--- config.mk ---
export PLATFORM = sky130hd
export DESIGN_NAME = vmtmc_top
export DESIGN_NICKNAME = d
export VERILOG_FILES = /design/src/vmtmc_pkg.sv /design/src/vmtmc_top.sv
export VERILOG_INCLUDE_DIRS = /design/src
export SDC_FILE = /design/constraint.sdc
export NUM_CORES = 1
export LEC_CHECK = 0
export CAP_MARGIN = 20
export CORE_MARGIN = 2
export CORE_UTILIZATION = 59
export DETAILED_ROUTE_END_ITERATION = 7
export DONT_BUFFER_PORTS = 1
export GPL_TIMING_DRIVEN = 0
export MAX_ROUTING_LAYER = met4
export PLACE_DENSITY = 0.71
export SETUP_SLACK_MARGIN = 0.5
export SYNTH_ARGS = -nofsm -noshare
export SYNTH_HDL_FRONTEND = slang
export SYNTH_SLANG_ARGS = --single-unit
--- constraint.sdc ---
create_clock -name CLK -period 3.2 [get_ports CLK]
set_input_delay 0.32 -clock CLK [delete_from_list [all_inputs] [get_ports CLK]]
set_output_delay 0.32 -clock CLK [all_outputs]
set_load 0.05 [all_outputs]
--- src/vmtmc_defs.svh ---
// Purpose: constants for the virtualization transition machine-check unit
// Assumes: one clock, synchronous active-high reset
// Notes:   register offsets are word byte addresses on the plain register port
`ifndef VMTMC_DEFS_SVH
`define VMTMC_DEFS_SVH

`define VMTMC_ADDR_W        4
`define VMTMC_OFF_CTRL      4'h0
`define VMTMC_OFF_STATUS    4'h4
`define VMTMC_OFF_MASK      4'h8
`define VMTMC_OFF_STATE     4'hC
// control fields
`define VMTMC_CTRL_MCE      0
`define VMTMC_CTRL_XBM12    1
`define VMTMC_CTRL_ENTRY_P  3:2
`define VMTMC_CTRL_EXIT_P   5:4
`define VMTMC_CTRL_RST      6'h00
// status bits
`define VMTMC_ST_MC_EXC     0
`define VMTMC_ST_SHUTDOWN   1
`define VMTMC_ST_ABORT      2
`define VMTMC_ST_EXIT       3
`define VMTMC_ST_ENTRY_FAIL 4
`define VMTMC_ST_W          5
`define VMTMC_MASK_RST      5'h00
// machine-check vector and gate
`define VMTMC_MC_VECTOR     8'h12
// exit reason and abort indicator codes
`define VMTMC_REASON_MC_ENTRY 8'h29
`define VMTMC_ABORT_MC      3'h5
`define VMTMC_ABORT_GMSR    3'h1
`define VMTMC_ABORT_PDPTE   3'h2
`define VMTMC_ABORT_CORRUPT 3'h3
`define VMTMC_ABORT_HMSR    3'h4

`endif

--- src/vmtmc_pkg.sv ---
// Purpose: types for the virtualization transition machine-check unit
// Assumes: constants come from vmtmc_defs.svh
// Notes:   one-hot state codes written out
package vmtmc_pkg;

  typedef enum logic [5:0] {
    VMTMC_HOST     = 6'h01,
    VMTMC_GUEST    = 6'h02,
    VMTMC_ENTRY    = 6'h04,
    VMTMC_EXIT     = 6'h08,
    VMTMC_ROOTINS  = 6'h10,
    VMTMC_SHUTDOWN = 6'h20
  } vmtmc_state_t;

  // entry phase reported by the core
  typedef enum logic [1:0] {
    VMTMC_PH_CHECK  = 2'h0,
    VMTMC_PH_PART   = 2'h1,
    VMTMC_PH_LOADED = 2'h2
  } vmtmc_phase_t;

  // delivery outcome
  typedef enum logic [2:0] {
    VMTMC_DLV_NONE     = 3'h0,
    VMTMC_DLV_HOST_TBL = 3'h1,
    VMTMC_DLV_GST_TBL  = 3'h2,
    VMTMC_DLV_GST_EXIT = 3'h3,
    VMTMC_DLV_HOSTLOAD = 3'h4,
    VMTMC_DLV_ABORT    = 3'h5
  } vmtmc_dlv_t;

  typedef struct packed {
    logic enter_virt;   // enter_virtualization_instr / leave_virtualization_instr
    logic leave_virt;
    logic entry_start;
    logic entry_done;
    logic exit_start;
    logic exit_done;
    logic root_ins_done;
  } vmtmc_req_t;

  typedef struct packed {
    logic gmsr_fail;
    logic pdpte_fail;
    logic corrupt;
    logic hmsr_fail;
    logic host_chk_fail;
  } vmtmc_fail_t;

  typedef struct packed {
    vmtmc_dlv_t  kind;
    logic [7:0]  vector;
    logic [7:0]  reason;
    logic [2:0]  abort_code;
  } vmtmc_out_t;

endpackage

--- src/vmtmc_top.sv ---
// Purpose: machine-check and failure handling across guest entry/exit
// Assumes: core reports transitions as one-cycle pulses; inputs synchronous
// Notes:   delivery choice per transition is steered by control policy fields
`timescale 1ns/10ps
`default_nettype none
`include "vmtmc_defs.svh"

module vmtmc_top
  import vmtmc_pkg::*;
(
  // clock and reset
  input  wire logic                     CLK,
  input  wire logic                     RST,
  // register port
  input  wire logic [`VMTMC_ADDR_W-1:0] ADDR,
  input  wire logic [31:0]              WDATA,
  input  wire logic                     WR,
  input  wire logic                     RD,
  output var  logic [31:0]              RDATA,
  // core transitions
  input  wire vmtmc_req_t               REQ,
  input  wire vmtmc_phase_t             ENTRY_PHASE,
  input  wire vmtmc_fail_t              FAIL,
  input  wire logic                     MC_EVENT,
  input  wire logic                     EXIT_DECIDED,
  // outcome
  output var  vmtmc_out_t               OUTCOME,
  output var  logic                     OUTCOME_VALID,
  output var  logic                     HOST_LOAD,
  output var  logic                     HALTED,
  output var  logic                     GUEST_MODE,
  output var  logic                     IRQ
);

  ////////////////////////////////////////////////////////////////////////////
  // registers
  logic [5:0]              ctrl_r;
  logic [`VMTMC_ST_W-1:0]  status_r;
  logic [`VMTMC_ST_W-1:0]  status_nxt;
  logic [`VMTMC_ST_W-1:0]  mask_r;
  vmtmc_state_t            state_r;
  vmtmc_state_t            state_nxt;
  vmtmc_out_t              out_nxt;
  logic                    ovalid_nxt;
  logic                    hload_nxt;
  logic [`VMTMC_ST_W-1:0]  ev;

  wire mce       = ctrl_r[`VMTMC_CTRL_MCE];
  wire xbm12     = ctrl_r[`VMTMC_CTRL_XBM12];
  wire [1:0] ent_pol = ctrl_r[`VMTMC_CTRL_ENTRY_P];
  wire [1:0] ext_pol = ctrl_r[`VMTMC_CTRL_EXIT_P];

  wire wr_ctrl   = WR && (ADDR == `VMTMC_OFF_CTRL);
  wire wr_mask   = WR && (ADDR == `VMTMC_OFF_MASK);
  wire rd_status = RD && (ADDR == `VMTMC_OFF_STATUS);
  wire exit_fail = FAIL.gmsr_fail | FAIL.pdpte_fail | FAIL.corrupt | FAIL.hmsr_fail;

  // entry option chosen: a forbidden once guest loading began, b needs full load
  wire [1:0] ent_opt =
    (ent_pol == 2'h0 && ENTRY_PHASE == VMTMC_PH_CHECK)  ? 2'h0 :
    (ent_pol == 2'h1 && ENTRY_PHASE == VMTMC_PH_LOADED) ? 2'h1 :
    2'h2;

  wire [`VMTMC_ADDR_W-1:0] a = ADDR;
  wire [31:0] rd_mux =
    (a == `VMTMC_OFF_CTRL)   ? {26'h0, ctrl_r} :
    (a == `VMTMC_OFF_STATUS) ? {27'h0, status_r} :
    (a == `VMTMC_OFF_MASK)   ? {27'h0, mask_r} :
    (a == `VMTMC_OFF_STATE)  ? {26'h0, state_r} : 32'h0;

  ////////////////////////////////////////////////////////////////////////////
  // transition decisions
  always_comb begin
    state_nxt          = state_r;
    out_nxt            = '0;
    out_nxt.vector     = `VMTMC_MC_VECTOR;
    ovalid_nxt         = 1'b0;
    hload_nxt          = 1'b0;
    ev                 = '0;
    unique case (state_r)
      VMTMC_HOST: begin
        if (REQ.entry_start) begin
          state_nxt = VMTMC_ENTRY;
        end else if (REQ.enter_virt || REQ.leave_virt) begin
          state_nxt = VMTMC_ROOTINS;
        end
      end
      VMTMC_ROOTINS: begin
        if (MC_EVENT) begin
          ovalid_nxt = 1'b1;
          if (mce) begin
            out_nxt.kind = VMTMC_DLV_HOST_TBL;
            ev[`VMTMC_ST_MC_EXC] = 1'b1;
            state_nxt = VMTMC_HOST;
          end else begin
            state_nxt = VMTMC_SHUTDOWN;
          end
        end else if (REQ.root_ins_done) begin
          state_nxt = VMTMC_HOST;
        end
      end
      VMTMC_ENTRY: begin
        if (MC_EVENT) begin
          ovalid_nxt = 1'b1;
          unique case (ent_opt)
            2'h0: begin
              out_nxt.kind = mce ? VMTMC_DLV_HOST_TBL : VMTMC_DLV_NONE;
              state_nxt    = mce ? VMTMC_HOST : VMTMC_SHUTDOWN;
            end
            2'h1: begin
              out_nxt.kind = xbm12 ? VMTMC_DLV_GST_EXIT : VMTMC_DLV_GST_TBL;
              state_nxt    = mce ? (xbm12 ? VMTMC_HOST : VMTMC_GUEST) : VMTMC_SHUTDOWN;
              if (!mce) out_nxt.kind = VMTMC_DLV_NONE;
            end
            default: begin
              out_nxt.kind   = VMTMC_DLV_HOSTLOAD;
              out_nxt.reason = `VMTMC_REASON_MC_ENTRY;
              hload_nxt      = 1'b1;
              ev[`VMTMC_ST_ENTRY_FAIL] = 1'b1;
              state_nxt      = VMTMC_HOST;
            end
          endcase
          ev[`VMTMC_ST_MC_EXC] = mce && (out_nxt.kind != VMTMC_DLV_HOSTLOAD);
        end else if (FAIL.host_chk_fail) begin
          state_nxt = VMTMC_HOST;
        end else if (REQ.entry_done) begin
          state_nxt = VMTMC_GUEST;
        end
      end
      VMTMC_GUEST: begin
        if (MC_EVENT && !EXIT_DECIDED) begin
          ovalid_nxt = 1'b1;
          if (!mce) begin
            state_nxt = VMTMC_SHUTDOWN;
          end else if (xbm12) begin
            out_nxt.kind = VMTMC_DLV_GST_EXIT;
            state_nxt    = VMTMC_EXIT;
            ev[`VMTMC_ST_MC_EXC] = 1'b1;
          end else begin
            out_nxt.kind = VMTMC_DLV_GST_TBL;
            ev[`VMTMC_ST_MC_EXC] = 1'b1;
          end
        end else if (REQ.exit_start) begin
          state_nxt = VMTMC_EXIT;
        end
      end
      VMTMC_EXIT: begin
        if (MC_EVENT) begin
          ovalid_nxt = 1'b1;
          unique case (ext_pol)
            2'h0: begin
              out_nxt.kind = !mce ? VMTMC_DLV_NONE :
                             xbm12 ? VMTMC_DLV_GST_EXIT : VMTMC_DLV_GST_TBL;
              state_nxt    = !mce ? VMTMC_SHUTDOWN : xbm12 ? VMTMC_EXIT : VMTMC_GUEST;
              ev[`VMTMC_ST_MC_EXC] = mce;
            end
            2'h1: begin
              out_nxt.kind = mce ? VMTMC_DLV_HOST_TBL : VMTMC_DLV_NONE;
              state_nxt    = mce ? VMTMC_HOST : VMTMC_SHUTDOWN;
              hload_nxt    = mce;
              ev[`VMTMC_ST_MC_EXC] = mce;
            end
            default: begin
              out_nxt.kind       = VMTMC_DLV_ABORT;
              out_nxt.abort_code = `VMTMC_ABORT_MC;
              ev[`VMTMC_ST_ABORT] = 1'b1;
              state_nxt          = VMTMC_SHUTDOWN;
            end
          endcase
        end else if (exit_fail) begin
          ovalid_nxt       = 1'b1;
          out_nxt.kind     = VMTMC_DLV_ABORT;
          out_nxt.abort_code = FAIL.gmsr_fail  ? `VMTMC_ABORT_GMSR :
                               FAIL.pdpte_fail ? `VMTMC_ABORT_PDPTE :
                               FAIL.corrupt    ? `VMTMC_ABORT_CORRUPT :
                                                 `VMTMC_ABORT_HMSR;
          ev[`VMTMC_ST_ABORT] = 1'b1;
          state_nxt        = VMTMC_SHUTDOWN;
        end else if (REQ.exit_done) begin
          hload_nxt = 1'b1;
          ev[`VMTMC_ST_EXIT] = 1'b1;
          state_nxt = VMTMC_HOST;
        end
      end
      VMTMC_SHUTDOWN: begin
        state_nxt = VMTMC_SHUTDOWN;
      end
      default: begin
        state_nxt = VMTMC_SHUTDOWN;
      end
    endcase
    if (state_nxt == VMTMC_SHUTDOWN && state_r != VMTMC_SHUTDOWN) begin
      ev[`VMTMC_ST_SHUTDOWN] = 1'b1;
    end
  end

  // set wins over read-clear
  assign status_nxt = (rd_status ? '0 : status_r) | ev;

  ////////////////////////////////////////////////////////////////////////////
  // state and registers
  always_ff @(posedge CLK) begin
    if (RST) begin
      state_r       <= VMTMC_HOST;
      ctrl_r        <= `VMTMC_CTRL_RST;
      mask_r        <= `VMTMC_MASK_RST;
      status_r      <= '0;
      RDATA         <= 32'h0;
      OUTCOME       <= '0;
      OUTCOME_VALID <= 1'b0;
      HOST_LOAD     <= 1'b0;
      HALTED        <= 1'b0;
      GUEST_MODE    <= 1'b0;
      IRQ           <= 1'b0;
    end else begin
      state_r       <= state_nxt;
      if (wr_ctrl) ctrl_r <= WDATA[5:0];
      if (wr_mask) mask_r <= WDATA[`VMTMC_ST_W-1:0];
      status_r      <= status_nxt;
      RDATA         <= RD ? rd_mux : 32'h0;
      OUTCOME       <= out_nxt;
      OUTCOME_VALID <= ovalid_nxt;
      HOST_LOAD     <= hload_nxt;
      HALTED        <= (state_nxt == VMTMC_SHUTDOWN);
      GUEST_MODE    <= (state_nxt == VMTMC_GUEST);
      IRQ           <= |(status_nxt & mask_r);
    end
  end

endmodule // vmtmc_top

`default_nettype wire

Yosys cells after proc, flatten, opt, wreduce, memory -nomap -nowiden
Index checks and enable logic that the tools add are counted.
Widths: inputs -> output; s select.
Word-level totals
  input port bits: 56
  register bits: 81
  logic and storage cells: 141
Operators by class
  bitwise gates (word level): 9
  equal/unequal tests: 16
  mux-type cells: 78
  reductions and logical operators: 23
Operators by type and width (count)
  $mux 6: 24
  $mux 3: 13
  $pmux 6 s5: 1
  $mux 1: 24
  $pmux 6 s2: 2
  $mux 16: 1
  $eq 6x2->1 const B: 2
  $pmux 3 s2: 2
  $pmux 3 s4: 1
  $mux 2: 5
  $reduce_or 2->1: 5
  $reduce_or 5->1: 2
  $eq 4x4->1 const B: 2
  $logic_and 1x1->1: 8
  $logic_not 2->1: 4
  $eq 2x1->1 const B: 3
  $eq 6x1->1 const B: 1
  $eq 6x3->1 const B: 1
  $eq 6x4->1 const B: 1
  $eq 6x5->1 const B: 1
  $eq 6x6->1 const B: 1
  $ne 6x6->1 const B: 1
  $and 5x5->5: 1
  $mux 5: 1
  14 further kinds: 19

Longest topological paths before layout
Gate-level depths: netlist of the first run.
  word-level depth: 15
  mapped depth: 7
  gate-level depth less buffers: 5

Worst setup path after synthesis of the first run
No wires, ideal clock.
  path type: input -> register
  from: input port FAIL[2] (netlist name)
  to: register IRQ
  stages: 5
  required time: 3.078 ns
  library setup time: 0.122 ns
  slack: 1.348 ns
  path buffers: 0
  arrival time: 1.730 ns
  path through: or4_4 -> o2111ai_2 -> a21oi_2 -> a221o_1 -> a221o_1
Between the ends
  word-level cells in the longest chain between the ends: 11
  elaborated cells between the ends (all ways): 16
  those cells by class: eq/ne (1); mux (9); bitwise (4); reduce/logical (2)
RTL lines
  start: declaration: RTL line vmtmc_top.sv:23  | input wire vmtmc_fail_t FAIL,
  $or 1x1->1 (*) (2 in a row): RTL line vmtmc_top.sv:56  | wire exit_fail = FAIL.gmsr_fail | FAIL.pdpte_fail | FAIL.corrupt | FAIL.hmsr_fail;
  $mux 6: RTL line vmtmc_top.sv:170  | end else if (exit_fail) begin
  $mux 6: RTL line vmtmc_top.sv:148  | if (MC_EVENT) begin
  $pmux 6 s5: RTL line vmtmc_top.sv:80  | unique case (state_r)
  $eq 6x6->1: RTL line vmtmc_top.sv:192  | if (state_nxt == VMTMC_SHUTDOWN && state_r != VMTMC_SHUTDOWN) begin
  $logic_and 1x1->1: RTL line vmtmc_top.sv:192
  $mux 1: RTL line vmtmc_top.sv:192
  $or 5x5->5 (*): RTL line vmtmc_top.sv:198  | assign status_nxt = (rd_status ? '0 : status_r) | ev;
  $and 5x5->5 (*): RTL line vmtmc_top.sv:226  | IRQ <= |(status_nxt & mask_r);
  $reduce_or 5->1 (*): RTL line vmtmc_top.sv:226
  end signal: assignment: RTL line vmtmc_top.sv:226
  end: declaration: RTL line vmtmc_top.sv:32  | output var logic IRQ
Every way passes the cells marked *; elsewhere a longest branch is shown, timed or not.
A chain may end at the register's enable or synchronous reset.

Worst setup path in the final report of the first run
  from: register state_r[4]
  to: register OUTCOME[21] (netlist name)
Between the ends
  word-level cells in the longest chain between the ends: 2
  elaborated cells between the ends (all ways): 5
  those cells by class: eq/ne (4); mux (1)
RTL lines
  start: declaration: RTL line vmtmc_top.sv:41  | vmtmc_state_t state_r;
  start signal: assignment: RTL line vmtmc_top.sv:216  | state_r <= state_nxt;
  $eq 6x4->1, or another cell as far along: RTL line vmtmc_top.sv:80
  $pmux 3 s4 (*): RTL line vmtmc_top.sv:80
  end signal: assignment: RTL line vmtmc_top.sv:221  | OUTCOME <= out_nxt;
  end: declaration: RTL line vmtmc_top.sv:27  | output var vmtmc_out_t OUTCOME,
Marked as above.

==> out/metrics.yaml, run 1 <==
status: "finished clean"
critPathLaunchType: "flip-flop"
finalCritPeriodShare_pct: 69.6
htree_levels: 2
max-slew-margin-rel_pct: 37.1
hold_path_class: "in -> reg"
core_sq_um: 3940
die_x_microns: 67.3
num_rows: 23
tns_ps: 0
drt-total-wl_mm: 5.59
async_flop_share_pct: 0
place_ws_ps: 1040
grtUsageTotal_pct: 27.2
final-hold-violation-count: 0
cp_max_fo: 9
grt_max_degree: 14
cts.sinks: 41
io_pins: 115
cp.arrival_ps: 2360
syn_inst: 271
yosysSeqAreaShare_pct: 34.7
drt-wirelength-per-cell_microns: 15.3
start_util_pct: 60.0
rsz0062_at_grt: "false"
postCtsHoldBufs: 0
yosysWarningCount: 0
drive_gt1_share_pct: 20.3
fmax_mhz: 449
cp-end-kind: "flip-flop"
cts_resized: 0
diodes: 0
required_ps: 3340
via_per_inst: 5.44
vias: 1986
synth_top_area_share_pct: 34.7
firstDrtPassIters: 4
fin_nets: 370
overflow: 0
insertion_delay_ps: 300
drtIter0Drc: 118
gp_congestion: 0.981
p_per_area_nw_per_um2: 446
path_clk_slew_ps: 80
setup_violations: 0
port_buffers: 0
synth-edff-count: 0
ir_worst_vdd_mv: 0.263
dieHeight_microns: 67.3
antenna_found_initial: 0
tightest_slew_ps: 931
power.total_mw: 1.20
setup_slack_ps: 974
syn_to_final_growth_pct: 13.4
ys_ff_latch: 41
root_buffer: "clkbuf_8"
leakage_nw: 1.22
skew_ps: 8.42
grt_pass1_vias: 1720
syn_area_sq_um: 2370
drcViolationCount: 0
drv_cap: 0
min_period_ps: 2230
synth_area_leader_cell: "dfxtp_1"
ant_nets: 0
nFillCells: 337
maxSlewViolCount: 0
synth_area_leaders: "dfxtp_1 (35%), buf_4 (13%), mux4_2 (4.8%)"
critPathKind: "reg -> reg"
synth_cell_type_count: 59
die_area_sq_um: 4530
clock_path_buffers: 2
hpwl_mm: 4.23
ys_dominant_reg_cell: "dfxtp_1"
tritoncts: "done"
grt_pass1_wl_mm: 8.68
post_cts_buffers: 0
cts_buffers: 5
syn_avg_cell_area_sq_um: 8.74
[worst max-delay path: stages, from the launching register on]
cell	delay, ps
dfxtp_1	320
clkbuf_1	340
or4_1	170
buf_2	160
nor2_1	110
o41ai_1	870
a21oi_1	90
[routing by layer]
metal / GRT usage, % / wire, microns / vias to the layer above
li1: - / - / 979
met5: - / 0 / -
met1: 36.1 / 2420 / 904
met3: 6.83 / 508 / 9
met4: 9.44 / 108 / 0
met2: 40.5 / 2560 / 94
[metrics by stage]
step	hold slack, ps	instance area [sq um]	utilization [%]	std cells
global placement	460	2560	65.1	357
finish	160	2690	68.1	365
global route	162	2690	68.1	365
floorplan	442	2500	-	307
CTS	164	2690	68.1	365
detailed placement	472	2560	65.1	357
[cell type report]
class                           instances  area [sq um]  share of cell area [%]
Multi-Input combinational cell        210          1320                    49.0
Clock inverter                          2          37.5                    1.40
Clock buffer                            6          82.6                    3.08
Inverter                                4          15.0                   0.559
Sequential cell                        41           821                    30.6
Tap cell                               50          62.6                    2.33
Buffer                                 52           352                    13.1
[cell usage after synthesis, types with 4 or more instances]
cell type  number
clkbuf_1        7
nand3_1         6
nor2_1         29
nor2b_1         9
buf_4          40
mux2i_1        11
mux4_2          5
inv_1           4
and2_1          5
buf_2           5
nor3_1          5
dfxtp_1        41
nand2_1        13
a21oi_1        13
o21ai_0        13
nand2b_1        4
[final timing paths]
kind / startpoint / end / slack (ps) / cells after the start
min: WDATA[3] / mask_r[3]$_SDFFE_PP0P_ / 160 / 2
min reg2reg: status_r[1]$_SDFF_PP0_ / status_r[1]$_SDFF_PP0_ / 480 / 2
max: state_r[4]$_SDFF_PP0_ / OUTCOME[21]$_SDFF_PP0_ / 970 / 6
max reg2reg: state_r[4]$_SDFF_PP0_ / OUTCOME[21]$_SDFF_PP0_ / 970 / 6
[cells by family after synthesis]
kind of cell / Yosys count / synth area share, %
other cells: 1 / 0.158
flops: 41 / 34.7
buf+inv: 56 / 15.5
compound gates: 55 / 16.4
mux: 16 / 9.41
xor+xnor: 2 / 0.740
simple gates: 100 / 23.2
[placed cells by master, fill, tap and decap left out, drive strengths merged, types with 3 or more instances in the layout]
cell type,Yosys,layout
a21oi,14,14
a221o,3,3
and2,5,5
and3,3,3
buf,45,45
clkbuf,7,13
conb,1,37
dfxtp,41,41
inv,4,4
mux2i,11,11
mux4,5,5
nand2,13,13
nand2b,4,4
nand3,6,6
nor2,29,29
nor2b,9,9
nor3,5,5
nor4,4,4
o21ai,13,13
or2,4,4
[sequential cells by signal, summed over array words and instances (netlist names)]
name,flops
OUTCOME,8
RDATA,6
ctrl_r,6
state_r,6
mask_r,5
status_r,5
GUEST_MODE,1
HALTED,1
HOST_LOAD,1
IRQ,1
OUTCOME_VALID,1
[report_power, final]
part | switching, mW | total (mW) | leakage [nW] | internal, mW
clock network | 0.184 | 0.438 | 0.0574 | 0.254
logic | 0.155 | 0.221 | 0.825 | 0.0663
registers | 0.0201 | 0.539 | 0.332 | 0.519
Note: power is estimated with default switching activity, not from simulation.
==> run 2, diff against run 1 <==
==> constraint.sdc (replaced) <==
create_clock -name CLK -period 2.3 [get_ports CLK]
set_input_delay 0.23 -clock CLK [delete_from_list [all_inputs] [get_ports CLK]]
set_output_delay 0.23 -clock CLK [all_outputs]
set_load 0.05 [all_outputs]
==> out/metrics.yaml, run 2 (synthesis gave the netlist of run 1 again) <==
fmax_mhz: 538  # was 449 MHz
grtUsageTotal_pct: 28.0  # was 27.2%
final-hold-violation-count: 0  # unchanged
critPathTopFamily: "compound AO/OA/AOI/OAI gates"  # unchanged
r2r-start: "state_r[1]$_SDFF_PP0_"  # was state_r[4]$_SDFF_PP0_
worstRegToRegCells: 6  # unchanged
whs_ps: 72.6  # was 160 ps
rrSetupSlack_ps: 440  # was 970 ps
worst-path-stages: 6  # unchanged
min_to: "mask_r[3]$_SDFFE_PP0P_"  # unchanged
postCtsHoldBufs: 0  # unchanged
grt_max_degree: 14  # unchanged
die_x_microns: 67.3  # unchanged
critPathSlowestCell: "or4_4"  # was o41ai_1
timing.rr.end: "IRQ$_SDFF_PP0_"  # was OUTCOME[21]$_SDFF_PP0_
max-slew-margin-rel_pct: 60.9  # was 37.1%
maxSlewViolCount: 0  # unchanged
cts_buffers: 5  # unchanged
diodes: 0  # unchanged
drv_cap: 0  # unchanged
tightest_slew_ps: 587  # was 931 ps
status: "finished clean"  # unchanged
drive_gt1_share_pct: 27.4  # was 20.3%
gp_congestion: 0.981  # unchanged
tritoncts: "done"  # unchanged
dieHeight_microns: 67.3  # unchanged
cp_cell_sequence: "or4_4, buf_6, a211o_4, a21oi_2, a221o_1, a221o_1"  # was clkbuf_1, or4_1, buf_2, nor2_1, o41ai_1, a21oi_1
clock_path_buffers: 2  # unchanged
min_period_ps: 1860  # was 2230 ps
num_rows: 23  # unchanged
drt-wirelength-per-cell_microns: 15.9  # was 15.3 microns
insertion_delay_ps: 300  # about the same
final_common_cell: "buf_4"  # was dfxtp_1
drcViolationCount: 0  # unchanged
critical_path.most_common_cell: "a221o_1"
cp.arrival_ps: 2100  # was 2360 ps
fin_nets: 376  # was 370
final_cell_mix: "buf_4 (46), dfxtp_1 (38), conb_1 (37)"  # was dfxtp_1 (41), buf_4 (40), conb_1 (37)
required_ps: 2540  # was 3340 ps
cp_max_fo: 7  # was 9
antenna_found_initial: 0  # unchanged
rsz0062_at_grt: "true"  # was false
vias: 2089  # was 1,986
tns_ps: 0  # unchanged
leakage_nw: 1.29  # was 1.22 nW
die_area_sq_um: 4530  # unchanged
crit_path_max_incr_delay_ps: 550  # was 870 ps
hold_depth: 2  # unchanged
htree_levels: 2  # unchanged
ant_nets: 0  # unchanged
syn_to_final_growth_pct: 20.7  # was 13.4%
min-delay-start: "WDATA[3]"  # unchanged
start_util_pct: 60.0  # unchanged
setup_violations: 0  # unchanged
io_pins: 115  # unchanged
root_buffer: "clkbuf_8"  # unchanged
drt-total-wl_mm: 5.89  # was 5.59 mm
critPathKind: "reg -> reg"  # unchanged
largest_reg_flops: 8  # unchanged
via_per_inst: 5.63  # was 5.44
path_clk_slew_ps: 80  # about the same
grt_pass1_vias: 1795  # was 1,720
port_buffers: 0  # unchanged
core_sq_um: 3940  # unchanged
cp-end-kind: "flip-flop"  # unchanged
hold_path_class: "in -> reg"  # unchanged
hpwl_mm: 4.23  # unchanged
finalCritPeriodShare_pct: 80.7  # was 69.6%
cp_num_buf_inv: 1  # was 2
skew_ps: 9.76  # was 8.42 ps
critPathLaunchType: "flip-flop"  # unchanged
final_core_util_pct: 72.5  # was 68.1%
ir_worst_vdd_mv: 0.377  # was 0.263 mV
overflow: 0  # unchanged
drtIter0Drc: 136  # was 118
p_per_area_nw_per_um2: 594  # was 446 nW/um^2
firstDrtPassIters: 4  # unchanged
max_flop_register: "OUTCOME"  # unchanged
cts.sinks: 41  # unchanged
grt_pass1_wl_mm: 8.94  # was 8.68 mm
-- run 2: area by class of cell --
cell class / count / area, sq um
Multi-Input combinational cell: 210 / 1410
Fill cell: 310 / 1090
Sequential cell: 41 / 830
Buffer: 52 / 373
Clock buffer: 6 / 82.6
Tap cell: 50 / 62.6
Timing Repair Buffer: 6 / 45.0
Clock inverter: 2 / 37.5
Inverter: 4 / 15.0
-- run 2: worst max-delay path by stage --
stage,startpoint,to,slack (ps)
global placement,state_r[4]$_SDFF_PP0_,OUTCOME[21]$_SDFF_PP0_,160
finish,state_r[1]$_SDFF_PP0_,IRQ$_SDFF_PP0_,440
detailed placement,state_r[4]$_SDFF_PP0_,OUTCOME[21]$_SDFF_PP0_,140
global route,state_r[4]$_SDFF_PP0_,IRQ$_SDFF_PP0_,410
CTS,state_r[1]$_SDFF_PP0_,IRQ$_SDFF_PP0_,480
floorplan,FAIL[2],IRQ$_SDFF_PP0_,540
-- run 2: stage by stage --
stage / setup WS (ps) / area (sq um) / instances / power (mW)
3_5_place_dp: 144 / 2560 / 357 / 1.07
2_1_floorplan: 538 / 2500 / 307 / 1.04
5_1_grt: 407 / 2860 / 371 / 1.76
3_3_place_gp: 165 / 2560 / 357 / 1.07
4_1_cts: 482 / 2830 / 371 / 1.69
6_report: 443 / 2860 / 371 / 1.70
-- run 2: layer usage --
layer  vias to the layer above  routed length, microns  track usage, %
met3                        13                     610            7.50
met2                       130                    2730            42.2
met5                         -                       0               -
met1                       954                    2450            36.2
met4                         0                      96            10.2
li1                        992                       -               -
-- run 2: what timing repair did --
item,in CTS,in global routing
endpoints found under the setup margin,15,12
gates resized for setup,23,6
gates cloned,0,0
endpoints found under the hold margin,0,0
setup buffers,6,0
pin swaps,7,3
-- run 2: report_power, final --
part           internal, mW  switching [mW]  leakage [nW]  total, mW
logic                 0.106           0.229         0.897      0.335
registers             0.722          0.0281         0.334      0.750
clock network         0.353           0.257        0.0574      0.610
total                  1.18           0.515          1.29       1.70
